--- config.mk ---
export PLATFORM = sky130hd
export DESIGN_NAME = power_saving_mode_controller
export DESIGN_NICKNAME = d
export VERILOG_FILES = /design/src/hw/psm_pkg.sv /design/src/hw/psm_sync.sv /design/src/hw/power_saving_mode_controller.sv
export SDC_FILE = /design/constraint.sdc
export NUM_CORES = 1
export LEC_CHECK = 0
export BUFFER_PORTS_ARGS = -buffer_cell sky130_fd_sc_hd__buf_2
export CAP_MARGIN = 20
export CORE_MARGIN = 4
export CORE_UTILIZATION = 52
export DETAILED_ROUTE_END_ITERATION = 7
export PLACE_DENSITY = 0.87
export SYNTH_ARGS = -nofsm -noshare
export SYNTH_HDL_FRONTEND = slang
export SYNTH_HIERARCHICAL = 1
export SYNTH_SLANG_ARGS = --single-unit
--- constraint.sdc ---
create_clock -name sys_clk -period 2.95 [get_ports sys_clk]
set_input_delay 0.295 -clock sys_clk [delete_from_list [all_inputs] [get_ports sys_clk]]
set_output_delay 0.295 -clock sys_clk [all_outputs]
set_load 0.01 [all_outputs]
--- src/hw/psm_pkg.sv ---
package psm_pkg;
	// Throttle ratio encodings: slot period = 2^(code+1)
	localparam logic [2:0] RATIO_1_4     = 3'h1;
	localparam int         RATIO_W       = 3;
	localparam int         SLOT_CNT_W    = 8;
	// Interrupt vector address fetched after recovery
	localparam logic [15:0] IRQ_VECTOR   = 16'h0004;
	localparam int         IRQ_SRC_W     = 8;
	// Reset values
	localparam logic       THR_EN_RST    = 1'h0;
	localparam logic       PD_N_RST      = 1'h1;
	localparam logic       TO_N_RST      = 1'h1;

	typedef enum logic [1:0]
	{
		ST_RUN   = 2'h0,
		ST_SLEEP = 2'h1,
		ST_WAKE  = 2'h3,
		ST_IDLE  = 2'h2
	} pmode_t;
endpackage

--- src/hw/psm_sync.sv ---
`timescale 1ns/100ps
// Three-stage synchroniser; a change is taken when stages two and three agree
module psm_sync #(
	parameter int W = 1
)
(
	input  wire logic         sys_clk,
	input  wire logic         arst_n,
	input  wire logic [W-1:0] din,
	output logic      [W-1:0] dout
);
	typedef struct packed
	{
		logic [W-1:0] s1;
		logic [W-1:0] s2;
		logic [W-1:0] s3;
		logic [W-1:0] q;
	} sync_t;

	sync_t st_r;
	sync_t st_nxt;

	// Stage one feeds only stage two
	always_comb
	begin
		st_nxt    = st_r;
		st_nxt.s1 = din;
		st_nxt.s2 = st_r.s1;
		st_nxt.s3 = st_r.s2;
		for (int i = 0; i < W; i++)
		begin
			if (st_r.s2[i] == st_r.s3[i])
				st_nxt.q[i] = st_r.s3[i];
		end
	end

	always_ff @(posedge sys_clk or negedge arst_n)
	begin
		if (!arst_n)
			st_r <= '0;
		else
			st_r <= st_nxt;
	end

	assign dout = st_r.q;
endmodule

--- src/hw/power_saving_mode_controller.sv ---
`timescale 1ns/100ps
module power_saving_mode_controller #(
	parameter int NSRC = psm_pkg::IRQ_SRC_W
)
(
	input  wire logic                            sys_clk,
	input  wire logic                            arst_n,
	input  wire logic                            throttle_set,
	input  wire logic                            throttle_clr,
	input  wire logic [psm_pkg::RATIO_W-1:0]     throttle_ratio,
	input  wire logic                            recover_on_irq,
	input  wire logic                            slow_on_return,
	input  wire logic                            idle_select,
	input  wire logic                            global_irq_enable,
	input  wire logic                            peripheral_irq_enable,
	input  wire logic [NSRC-1:0]                 irq_flag,
	input  wire logic [NSRC-1:0]                 irq_enable,
	input  wire logic [NSRC-1:0]                 core_irq_flag_group,
	input  wire logic [NSRC-1:0]                 clock_switch_irq,
	input  wire logic                            cycle_boundary,
	input  wire logic                            multi_cycle_busy,
	input  wire logic                            sleep_req,
	input  wire logic                            return_from_interrupt,
	input  wire logic                            prefetch_done,
	input  wire logic                            wdt_expire,
	input  wire logic                            wdt_sleep_en,
	input  wire logic [2:0]                      osc_periph_req,
	input  wire logic [2:0]                      osc_manual_on,
	input  wire logic                            adc_on_rc_clock,
	input  wire logic                            adc_power_on,
	input  wire logic                            pin_periph_active,
	input  wire logic                            program_flash_ready,
	input  wire logic                            current_osc_ready,
	input  wire logic                            brownout_ready,
	input  wire logic                            brownout_disabled,
	output logic                                 throttle_enable,
	output logic                                 cpu_clk_en,
	output logic                                 periph_clk_en,
	output logic                                 sys_clk_en,
	output logic                                 vector_fetch,
	output logic                                 irq_call,
	output logic                                 wdt_clear,
	output logic                                 wdt_run_en,
	output logic                                 wdt_reset_block,
	output logic                                 powerdown_flag_n,
	output logic                                 timeout_flag_n,
	output logic [2:0]                           osc_keep_on,
	output logic                                 adc_abort,
	output logic                                 adc_core_on,
	output logic                                 pin_hold,
	output logic                                 cpu_resume
);
	// Slot period mask for a given ratio code
	function automatic logic [psm_pkg::SLOT_CNT_W-1:0] ratio_mask(input logic [psm_pkg::RATIO_W-1:0] code);
		ratio_mask = psm_pkg::SLOT_CNT_W'((9'h2 << code) - 9'h1);
	endfunction

	typedef struct packed
	{
		psm_pkg::pmode_t                   mode;
		logic                              thr;
		logic [psm_pkg::SLOT_CNT_W-1:0]    slot;
		logic                              vec_pend;
		logic                              in_isr;
		logic                              pd_n;
		logic                              to_n;
		logic                              cpu_en;
		logic                              per_en;
		logic                              sys_en;
		logic                              vec;
		logic                              call;
		logic                              wclr;
		logic                              wrun;
		logic                              wblk;
		logic [2:0]                        osc;
		logic                              abort;
		logic                              adc_on;
		logic                              hold;
		logic                              resume;
		logic                              call_pend;
	} state_t;

	state_t st_r;
	state_t st_nxt;
	logic   ready_sync;
	logic   ready_raw;
	logic   irq_wake;
	logic   irq_any;

	// Readiness flags come from analog domains, so they are synchronised
	assign ready_raw = program_flash_ready & current_osc_ready & (brownout_ready | brownout_disabled);

	psm_sync #(
		.W(1)
	)
	u_ready_sync
	(
		.sys_clk(sys_clk),
		.arst_n (arst_n),
		.din    (ready_raw),
		.dout   (ready_sync)
	);

	// Qualified wake sources, global enable deliberately ignored
	always_comb
	begin
		irq_wake = 1'b0;
		for (int i = 0; i < NSRC; i++)
		begin
			if (irq_flag[i] && irq_enable[i] && !clock_switch_irq[i]
				&& (core_irq_flag_group[i] || peripheral_irq_enable))
				irq_wake = 1'b1;
		end
		irq_any = irq_wake;
	end

	// Mode sequencing and throttle control
	always_comb
	begin
		st_nxt        = st_r;
		st_nxt.vec    = 1'b0;
		st_nxt.call   = 1'b0;
		st_nxt.wclr   = 1'b0;
		st_nxt.abort  = 1'b0;
		st_nxt.resume = 1'b0;
		st_nxt.wrun   = wdt_sleep_en;
		if (throttle_set)
			st_nxt.thr = 1'b1;
		if (throttle_clr)
			st_nxt.thr = 1'b0;
		unique case (st_r.mode)
			psm_pkg::ST_RUN:
			begin
				// Slot counter advances on each cycle_boundary; peripherals never gated
				st_nxt.per_en = 1'b1;
				st_nxt.sys_en = 1'b1;
				st_nxt.hold   = 1'b0;
				st_nxt.wblk   = 1'b0;
				if (cycle_boundary)
				begin
					st_nxt.slot   = (st_r.slot + 1'b1) & ratio_mask(throttle_ratio);
					st_nxt.cpu_en = !st_nxt.thr || (st_nxt.slot == '0);
				end
				if (irq_any && !st_r.in_isr && global_irq_enable)
				begin
					st_nxt.in_isr   = 1'b1;
					st_nxt.vec_pend = 1'b1;
					if (recover_on_irq)
					begin
						st_nxt.thr    = 1'b0;
						st_nxt.cpu_en = 1'b1;
					end
				end
				else if (irq_any && !st_r.in_isr && recover_on_irq && st_r.thr && prefetch_done)
				begin
					// Prefetched op dropped global enable: still leave throttle
					st_nxt.thr    = 1'b0;
					st_nxt.cpu_en = 1'b1;
				end
				if ((st_r.vec_pend || st_r.call_pend) && prefetch_done && !multi_cycle_busy)
				begin
					st_nxt.vec       = 1'b1;
					st_nxt.call      = 1'b1;
					st_nxt.vec_pend  = 1'b0;
					st_nxt.call_pend = 1'b0;
				end
				if (return_from_interrupt)
				begin
					st_nxt.in_isr = 1'b0;
					if (slow_on_return)
						st_nxt.thr = 1'b1;
				end
				if (sleep_req && !(irq_wake && !global_irq_enable))
				begin
					if (idle_select)
					begin
						st_nxt.mode   = psm_pkg::ST_IDLE;
						st_nxt.cpu_en = 1'b0;
						st_nxt.wblk   = 1'b1;
					end
					else
					begin
						st_nxt.mode   = psm_pkg::ST_SLEEP;
						st_nxt.wclr   = 1'b1;
						st_nxt.pd_n   = 1'b0;
						st_nxt.to_n   = 1'b1;
						st_nxt.cpu_en = 1'b0;
						st_nxt.sys_en = 1'b0;
						st_nxt.per_en = 1'b0;
						st_nxt.osc    = osc_periph_req | osc_manual_on;
						st_nxt.abort  = !adc_on_rc_clock;
						st_nxt.adc_on = adc_on_rc_clock;
						st_nxt.hold   = !pin_periph_active;
					end
				end
			end
			psm_pkg::ST_SLEEP:
			begin
				// Reset sources arrive via arst_n; only interrupts and watchdog here
				st_nxt.osc  = osc_periph_req | osc_manual_on;
				st_nxt.hold = !pin_periph_active;
				if (irq_wake || wdt_expire)
				begin
					st_nxt.mode      = psm_pkg::ST_WAKE;
					st_nxt.wclr      = 1'b1;
					st_nxt.call_pend = irq_wake && global_irq_enable;
				end
			end
			psm_pkg::ST_WAKE:
			begin
				// Clocks come back, CPU held until everything is ready
				st_nxt.sys_en = 1'b1;
				st_nxt.per_en = 1'b1;
				st_nxt.hold   = 1'b0;
				st_nxt.adc_on = adc_power_on;
				if (ready_sync)
				begin
					st_nxt.mode   = psm_pkg::ST_RUN;
					st_nxt.cpu_en = 1'b1;
					st_nxt.resume = 1'b1;
				end
			end
			psm_pkg::ST_IDLE:
			begin
				// Idle keeps peripherals; watchdog expiry wakes, no recovery applied
				if (irq_wake || irq_flag != '0 || wdt_expire)
				begin
					st_nxt.mode   = psm_pkg::ST_RUN;
					st_nxt.cpu_en = 1'b1;
					st_nxt.resume = 1'b1;
					st_nxt.wblk   = 1'b0;
					if (irq_wake && recover_on_irq && !wdt_expire)
						st_nxt.thr = 1'b0;
				end
			end
		endcase
	end

	always_ff @(posedge sys_clk or negedge arst_n)
	begin
		if (!arst_n)
		begin
			st_r        <= '0;
			st_r.mode   <= psm_pkg::ST_RUN;
			st_r.thr    <= psm_pkg::THR_EN_RST;
			st_r.pd_n   <= psm_pkg::PD_N_RST;
			st_r.to_n   <= psm_pkg::TO_N_RST;
			st_r.cpu_en <= 1'b1;
			st_r.per_en <= 1'b1;
			st_r.sys_en <= 1'b1;
		end
		else
			st_r <= st_nxt;
	end

	assign throttle_enable  = st_r.thr;
	assign cpu_clk_en       = st_r.cpu_en;
	assign periph_clk_en    = st_r.per_en;
	assign sys_clk_en       = st_r.sys_en;
	assign vector_fetch     = st_r.vec;
	assign irq_call         = st_r.call;
	assign wdt_clear        = st_r.wclr;
	assign wdt_run_en       = st_r.wrun;
	assign wdt_reset_block  = st_r.wblk;
	assign powerdown_flag_n = st_r.pd_n;
	assign timeout_flag_n   = st_r.to_n;
	assign osc_keep_on      = st_r.osc;
	assign adc_abort        = st_r.abort;
	assign adc_core_on      = st_r.adc_on;
	assign pin_hold         = st_r.hold;
	assign cpu_resume       = st_r.resume;

	// Sleep entry clears watchdog and sets flags together
	a_sleep_entry_flags: assert property (@(posedge sys_clk) disable iff (!arst_n)
		$rose(st_r.mode == psm_pkg::ST_SLEEP) |-> wdt_clear && !powerdown_flag_n && timeout_flag_n)
		else $error("sleep entry flags wrong");

	a_sleep_gates_cpu: assert property (@(posedge sys_clk) disable iff (!arst_n)
		(st_r.mode == psm_pkg::ST_SLEEP) |-> !cpu_clk_en && !sys_clk_en)
		else $error("clocks running in sleep");

	a_wake_clears_wdt: assert property (@(posedge sys_clk) disable iff (!arst_n)
		(st_r.mode == psm_pkg::ST_SLEEP) ##1 (st_r.mode == psm_pkg::ST_WAKE) |-> wdt_clear)
		else $error("wake without watchdog clear");

	a_wake_waits_ready: assert property (@(posedge sys_clk) disable iff (!arst_n)
		(st_r.mode == psm_pkg::ST_WAKE) && !ready_sync |=> !cpu_clk_en)
		else $error("resumed before ready");

	a_recover_clears_thr: assert property (@(posedge sys_clk) disable iff (!arst_n)
		(st_r.mode == psm_pkg::ST_RUN) && irq_any && !st_r.in_isr && global_irq_enable
		&& recover_on_irq && !throttle_set && !sleep_req && !return_from_interrupt |=> !throttle_enable)
		else $error("recovery kept throttle");

	a_return_slow: assert property (@(posedge sys_clk) disable iff (!arst_n)
		(st_r.mode == psm_pkg::ST_RUN) && return_from_interrupt && slow_on_return && !throttle_clr
		|=> throttle_enable)
		else $error("return did not re-throttle");

	a_sleep_nop: assert property (@(posedge sys_clk) disable iff (!arst_n)
		(st_r.mode == psm_pkg::ST_RUN) && sleep_req && irq_wake && !global_irq_enable
		|=> (st_r.mode == psm_pkg::ST_RUN) && !wdt_clear && $stable(powerdown_flag_n))
		else $error("sleep not a no-op");

	a_idle_select: assert property (@(posedge sys_clk) disable iff (!arst_n)
		(st_r.mode == psm_pkg::ST_RUN) && sleep_req && !(irq_wake && !global_irq_enable)
		|=> (st_r.mode == (idle_select ? psm_pkg::ST_IDLE : psm_pkg::ST_SLEEP)) || $past(idle_select) != idle_select
		|| st_r.mode == ($past(idle_select) ? psm_pkg::ST_IDLE : psm_pkg::ST_SLEEP))
		else $error("wrong low-power mode");

	a_vector_waits: assert property (@(posedge sys_clk) disable iff (!arst_n)
		multi_cycle_busy |=> !vector_fetch)
		else $error("vector during multi-cycle op");

	a_periph_running: assert property (@(posedge sys_clk) disable iff (!arst_n)
		(st_r.mode == psm_pkg::ST_RUN) ##1 (st_r.mode == psm_pkg::ST_RUN) |-> periph_clk_en)
		else $error("peripheral clock gated while throttled");
endmodule

Yosys cells after proc, flatten, opt, wreduce, memory -nomap -nowiden
Cells that the tools add are included.
- bits of input ports: 64
- logic and storage cells: 185
- output and inout port bits: 18
- register bits after elaboration: 34
- shift-type cells: 1
- bitwise gates (word level): 6
- multiplexer cells: 57
- reductions and logical operators: 85
- equality and inequality tests: 10
- add/sub/neg operators: 2
- operator list (cell ; count):
    $logic_and A1 B1 Y1 ; 36
    $mux W1 ; 34
    $logic_not A1 Y1 ; 16
    $mux W2 ; 8
    $reduce_and A3 Y1 ; 5
    $logic_or A1 B1 Y1 ; 13
    $pmux W1 S2 ; 6
    $ne A2 B2 Y1 const B ; 5
    $reduce_bool A2 Y1 ; 5
    $add A8 B1 Y8 const B ; 1
    $and A8 B8 Y8 ; 1
    $logic_not A8 Y1 ; 1
    $pmux W2 S4 ; 1
    $reduce_and A2 Y1 ; 4
    $reduce_bool A8 Y1 ; 1
    $shl A2 B3 Y8 const A ; 1
    $sub A8 B1 Y8 const B ; 1
    $mux W7 ; 1
    $mux W3 ; 2
    $mux W6 ; 1
    $pmux W1 S3 ; 2
    $pmux W3 S2 ; 1
    $reduce_bool A3 Y1 ; 2
    $eq A2 B2 Y1 const B ; 2
    other kinds (10) ; 11

Logic depth before layout (Yosys ltp)
- depth in word-level cells: 20
- gate-level depth with buffers: 11
- mapped depth without buffers: 9

By module
The synthesis kept the hierarchy.
- by module, submodules not included (module ; cells each ; area an instance (µm²) ; instances ; seq. area each (µm²)):
    power_saving_mode_controller ; 225 ; 1930.6 ; 1 ; 704.4
    psm_sync ; 5 ; 111.4 ; 1 ; 100.1

Worst setup path before layout
OpenSTA, ideal clock, no wires.
- path kind: input port to flip-flop
- start point: input throttle_ratio[2] (netlist bit)
- end point: register st_r, in the netlist cpu_clk_en
- path slack: 0.602 ns
- arrival: 2.249 ns
- buffers on the path: 2
- cell stages on the path: 9
- path through: buf_6 or3_4 ha_1 clkbuf_1 xnor2_1 nor2_1 nor3b_1 or4b_1 a221oi_1
- word-level cells in the longest chain between the ends: 10
- elaborated cells between the ends (all ways): 11
- ends and longest elaborated chain (element ; RTL line ; text):
    from (decl) ; power_saving_mode_controller.sv:10 ; input wire logic [psm_pkg::RATIO_W-1:0] throttle_ratio,
    $shl A2 B3 Y8 (*) ; power_saving_mode_controller.sv:55 ; ratio_mask = psm_pkg::SLOT_CNT_W'((9'h2 << code) - 9'h1);
    $sub A8 B1 Y8 (*) ; power_saving_mode_controller.sv:55 ;
    $and A8 B8 Y8 (*) ; power_saving_mode_controller.sv:141 ; st_nxt.slot = (st_r.slot + 1'b1) & ratio_mask(throttle_ratio);
    $logic_not A8 Y1 (*) ; power_saving_mode_controller.sv:142 ; st_nxt.cpu_en = !st_nxt.thr || (st_nxt.slot == '0);
    $logic_or A1 B1 Y1 (*) ; power_saving_mode_controller.sv:142 ;
    $mux W1 (*) ; power_saving_mode_controller.sv:139 ; if (cycle_boundary)
    $mux W1, on equally long branches ; power_saving_mode_controller.sv:154, power_saving_mode_controller.sv:148 ;
    $mux W1 (*) ; power_saving_mode_controller.sv:144 ; if (irq_any && !st_r.in_isr && global_irq_enable)
    $mux W3 (*) ; power_saving_mode_controller.sv:173 ; if (sleep_req && !(irq_wake && !global_irq_enable))
    $pmux W1 S3 (*) ; power_saving_mode_controller.sv:131 ; unique case (st_r.mode)
    to (signal assigned) ; power_saving_mode_controller.sv:253 ; st_r <= st_nxt;
    to (decl) ; power_saving_mode_controller.sv:83 ; state_t st_r;
Every way passes the cells marked *; elsewhere a longest branch is shown, timed or not.
A chain may end at the register's enable or synchronous reset.

Worst setup path after layout
Ends and elaborated chain as after synthesis.

==> metrics.txt <==
# TYPE chip_impl_metric gauge
chip_impl_metric{name="clock_path_buffers",unit=""} 2
chip_impl_metric{name="required",unit="ns"} 3.13
chip_impl_metric{name="grt_pass1_wl",unit="µm"} 8230
chip_impl_metric{name="final_cells",unit=""} 356
chip_impl_info{name="tritoncts",value="done"} 1
chip_impl_metric{name="postRouteAntennaNets",unit=""} 0
chip_impl_metric{name="drive_above_1_share",unit=""} 0.354
chip_impl_metric{name="synth-edff-count",unit=""} 0
chip_impl_info{name="reg2reg_from",value="st_r[29]$_DFFE_PN0P_"} 1
chip_impl_metric{name="postRouteWirelength",unit="µm"} 4820
chip_impl_metric{name="yosysSeqAreaShare",unit=""} 0.394
chip_impl_metric{name="post_drt_wl_per_cell",unit="µm"} 13.5
chip_impl_metric{name="hpwlAfterDp",unit="µm"} 3870
chip_impl_metric{name="maxCapViolCount",unit=""} 0
chip_impl_metric{name="worst_setup_hold_path_clk_slew",unit="ns"} 0.07
chip_impl_metric{name="mean_instance_size_in_the_synthesized_netlist",unit="µm²"} 8.88
chip_impl_metric{name="gp_congestion",unit=""} 0.851
chip_impl_metric{name="synthesized_net_count",unit=""} 301
chip_impl_metric{name="worst-slew-pin-transition",unit="ns"} 0.689
chip_impl_metric{name="clock_latency",unit="ns"} 0.28
chip_impl_metric{name="maxClockFrequency",unit="MHz"} 453
chip_impl_metric{name="grt_antenna_before_repair",unit=""} 0
chip_impl_metric{name="synth_cells",unit=""} 230
chip_impl_metric{name="post_synth_num_cell_types",unit=""} 56
chip_impl_metric{name="cts-hold-fix-buffers",unit=""} 0
chip_impl_metric{name="cts_setup_buffers",unit=""} 0
chip_impl_metric{name="rr_worst_depth",unit=""} 8
chip_impl_info{name="status",value="finished clean"} 1
chip_impl_metric{name="initial_utilization",unit=""} 0.549
chip_impl_metric{name="nNetsFinal",unit=""} 378
chip_impl_metric{name="clock-skew-final",unit="ns"} 0.00638
chip_impl_metric{name="async_flop_share",unit=""} 1.00
chip_impl_info{name="cts_root_buf",value="sky130_fd_sc_hd__clkbuf_8"} 1
chip_impl_metric{name="largest_register_ffs",unit=""} 13
chip_impl_metric{name="synthesis.area",unit="µm²"} 2040
chip_impl_metric{name="vdd_drop_max",unit="µV"} 353
chip_impl_metric{name="cp.arrival",unit="ns"} 2.38
chip_impl_info{name="layout_common_cells",value="80 x sky130_fd_sc_hd__buf_2, 39 x sky130_fd_sc_hd__nor2_1, 29 x sky130_fd_sc_hd__dfrtp_1"} 1
chip_impl_metric{name="final.min_clock_period",unit="ns"} 2.21
chip_impl_metric{name="syn2layout_area_growth",unit="%"} 23.6
chip_impl_info{name="criticalPathCategory",value="in -> reg"} 1
chip_impl_info{name="setup.worst_path.start",value="throttle_ratio[2]"} 1
chip_impl_metric{name="post_cts_sizing_count",unit=""} 0
chip_impl_metric{name="drc",unit=""} 0
chip_impl_info{name="critical_path_source_type",value="primary input"} 1
chip_impl_metric{name="antennaDiodeCount",unit=""} 0
chip_impl_metric{name="worst-path-max-fanout",unit=""} 8
chip_impl_info{name="grt_setup_unrepaired",value="false"} 1
chip_impl_metric{name="setup_total_neg_slack",unit="ns"} 0
chip_impl_metric{name="placement.io_buffers",unit=""} 80
chip_impl_metric{name="placedCellCount",unit=""} 348
chip_impl_metric{name="cts_sinks",unit=""} 32
chip_impl_metric{name="timing.final.hold_violations",unit=""} 0
chip_impl_metric{name="die_area",unit="µm²"} 4990
chip_impl_info{name="synth_ff_type",value="sky130_fd_sc_hd__dfrtp_1"} 1
chip_impl_metric{name="cts_buffers",unit=""} 5
chip_impl_info{name="min_path_type",value="in -> async"} 1
chip_impl_metric{name="detailroute.via_count",unit=""} 1915
chip_impl_info{name="synth_area_leaders",value="sky130_fd_sc_hd__dfrtp_1 36%, sky130_fd_sc_hd__nor2_1 7.2%, sky130_fd_sc_hd__ha_1 4.3%, sky130_fd_sc_hd__dfstp_2 3.9%, sky130_fd_sc_hd__xnor2_1 3.9%"} 1
chip_impl_metric{name="core_area",unit="µm²"} 3720
chip_impl_info{name="endpoint",value="cpu_clk_en$_DFFE_PN1P_"} 1
chip_impl_metric{name="first_global_vias",unit=""} 1959
chip_impl_metric{name="yosys_warnings",unit=""} 6
chip_impl_metric{name="reg2reg_setup_slack",unit="ns"} 0.84
chip_impl_metric{name="synthDominantCellAreaShare",unit=""} 0.355
chip_impl_metric{name="slew_viol_final",unit=""} 0
chip_impl_metric{name="initialDrtViolationCount",unit=""} 183
chip_impl_metric{name="cellLeakagePower",unit="nW"} 1.23
chip_impl_metric{name="fp.dieW",unit="µm"} 70.7
chip_impl_metric{name="floorplan.rows",unit=""} 22
chip_impl_info{name="mostFrequentLayoutCell",value="sky130_fd_sc_hd__buf_2"} 1
chip_impl_metric{name="layout.core_utilization",unit=""} 0.679
chip_impl_metric{name="finalSetupViolations",unit=""} 0
chip_impl_metric{name="nFillCells",unit=""} 317
chip_impl_metric{name="max_slew_margin",unit=""} 0.540
chip_impl_info{name="synth_top_cell_by_area",value="sky130_fd_sc_hd__dfrtp_1"} 1
chip_impl_info{name="max_flop_register",value="st_r"} 1
chip_impl_metric{name="p_total",unit="W"} 0.00173
chip_impl_metric{name="globalRouteTotalUtil",unit=""} 0.202
chip_impl_metric{name="detail_route.vias_per_cell",unit=""} 5.38
chip_impl_metric{name="maximum_number_of_pins_on_one_net_before_global_route_repair",unit=""} 33
chip_impl_metric{name="level_count_of_the_clock_h_tree",unit=""} 2
chip_impl_metric{name="grt.overflow.total",unit=""} 0
chip_impl_metric{name="p_per_area",unit="nW/µm²"} 686
chip_impl_metric{name="io-pin-count",unit=""} 82
chip_impl_metric{name="drtPass1Iterations",unit=""} 4
chip_impl_metric{name="ys_ff_latch",unit=""} 32
chip_impl_metric{name="post-route-period-util",unit=""} 0.748
chip_impl_metric{name="fp.dieH",unit="µm"} 70.7
chip_impl_info{name="critPathCaptureType",value="flop"} 1
chip_impl_info{name="r2r-end",value="st_r[0]$_DFFE_PN0P_"} 1
cells in the mapped netlist (2+ instances only):
cell / instances
sky130_fd_sc_hd__a2111oi_0: 2
sky130_fd_sc_hd__a21oi_1: 8
sky130_fd_sc_hd__a221oi_1: 2
sky130_fd_sc_hd__a22o_1: 3
sky130_fd_sc_hd__a31oi_1: 2
sky130_fd_sc_hd__and3_1: 3
sky130_fd_sc_hd__buf_4: 6
sky130_fd_sc_hd__buf_6: 2
sky130_fd_sc_hd__clkbuf_1: 5
sky130_fd_sc_hd__dfrtp_1: 29
sky130_fd_sc_hd__dfstp_2: 3
sky130_fd_sc_hd__ha_1: 7
sky130_fd_sc_hd__inv_1: 15
sky130_fd_sc_hd__mux2_2: 3
sky130_fd_sc_hd__mux2i_1: 4
sky130_fd_sc_hd__nand2_1: 20
sky130_fd_sc_hd__nand2b_1: 2
sky130_fd_sc_hd__nand3_1: 6
sky130_fd_sc_hd__nand4_1: 2
sky130_fd_sc_hd__nor2_1: 39
sky130_fd_sc_hd__nor3_1: 8
sky130_fd_sc_hd__nor3b_1: 3
sky130_fd_sc_hd__nor4_2: 2
sky130_fd_sc_hd__o211ai_1: 2
sky130_fd_sc_hd__o211ai_2: 3
sky130_fd_sc_hd__o21ai_0: 8
sky130_fd_sc_hd__o31ai_1: 2
sky130_fd_sc_hd__or3_1: 2
sky130_fd_sc_hd__or4_1: 2
sky130_fd_sc_hd__xnor2_1: 9
logic make-up after synthesis:
logic type / Yosys count / share of synthesized area
AND/OR/NAND/NOR: 96 / 0.230
adder cells (fa/ha/maj): 8 / 0.0484
multiplexers: 7 / 0.0362
flip-flops: 32 / 0.394
buffers and inverters: 29 / 0.0717
XOR/XNOR: 9 / 0.0386
AO/OA/AOI/OAI: 48 / 0.180
other: 1 / 0.00184
through the flow:
step	hold slack, ns	cell area (µm²)	worst slack (ns)
after floorplan	-0.000591	2040	0.602
after global placement	0.332	2440	0.546
after detailed placement	0.336	2440	0.440
after CTS	0.0816	2520	0.717
after global routing	0.109	2520	0.560
final	0.0551	2520	0.744
worst min-delay path by stage:
stage	startpoint	to
after floorplan	arst_n	adc_abort$_DFF_PN0_
after global placement	u_ready_sync/st_nxt[2]$_DFF_PN0_	u_ready_sync/st_nxt[1]$_DFF_PN0_
after detailed placement	u_ready_sync/st_nxt[2]$_DFF_PN0_	u_ready_sync/st_nxt[1]$_DFF_PN0_
after CTS	arst_n	irq_call$_DFF_PN0_
after global routing	arst_n	irq_call$_DFF_PN0_
final	arst_n	irq_call$_DFF_PN0_
metal layers:
metal,vias up,global-route usage,part of all wire,wire [µm]
li1,964,-,-,-
met1,861,0.232,0.40,1920
met2,85,0.371,0.49,2390
met3,5,0.0582,0.098,473
met4,0,0.0438,0.0079,38
met5,-,0,0,0
where the power goes:
group | leakage (nW) | switching [W] | total (W) | internal (W)
Sequential | 0.402 | 0.000100 | 0.000674 | 0.000574
Combinational | 0.786 | 0.000408 | 0.000743 | 0.000335
Clock | 0.0422 | 0.000148 | 0.000313 | 0.000165
Total | 1.23 | 0.000656 | 0.00173 | 0.00107
area by class of cell:
| cell class | instances | area [µm²] | area share |
|---|---|---|---|
| multi-input combinational | 169 | 1090 | 0.432 |
| clock inverter | 1 | 5.00 | 0.00198 |
| sequential | 32 | 805 | 0.319 |
| timing repair buffer | 84 | 430 | 0.171 |
| clock buffer | 7 | 76.3 | 0.0302 |
| tap | 48 | 60.1 | 0.0238 |
| inverter | 15 | 56.3 | 0.0223 |
worst max-delay path: stages:
cell	delay (ns)
sky130_fd_sc_hd__buf_2	0.15
sky130_fd_sc_hd__or3_4	0.40
sky130_fd_sc_hd__ha_1	0.26
sky130_fd_sc_hd__xnor2_1	0.27
sky130_fd_sc_hd__nor2_1	0.08
sky130_fd_sc_hd__nor3b_1	0.20
sky130_fd_sc_hd__or4b_1	0.45
sky130_fd_sc_hd__a221oi_1	0.27
(Power assumes the default switching activity.)
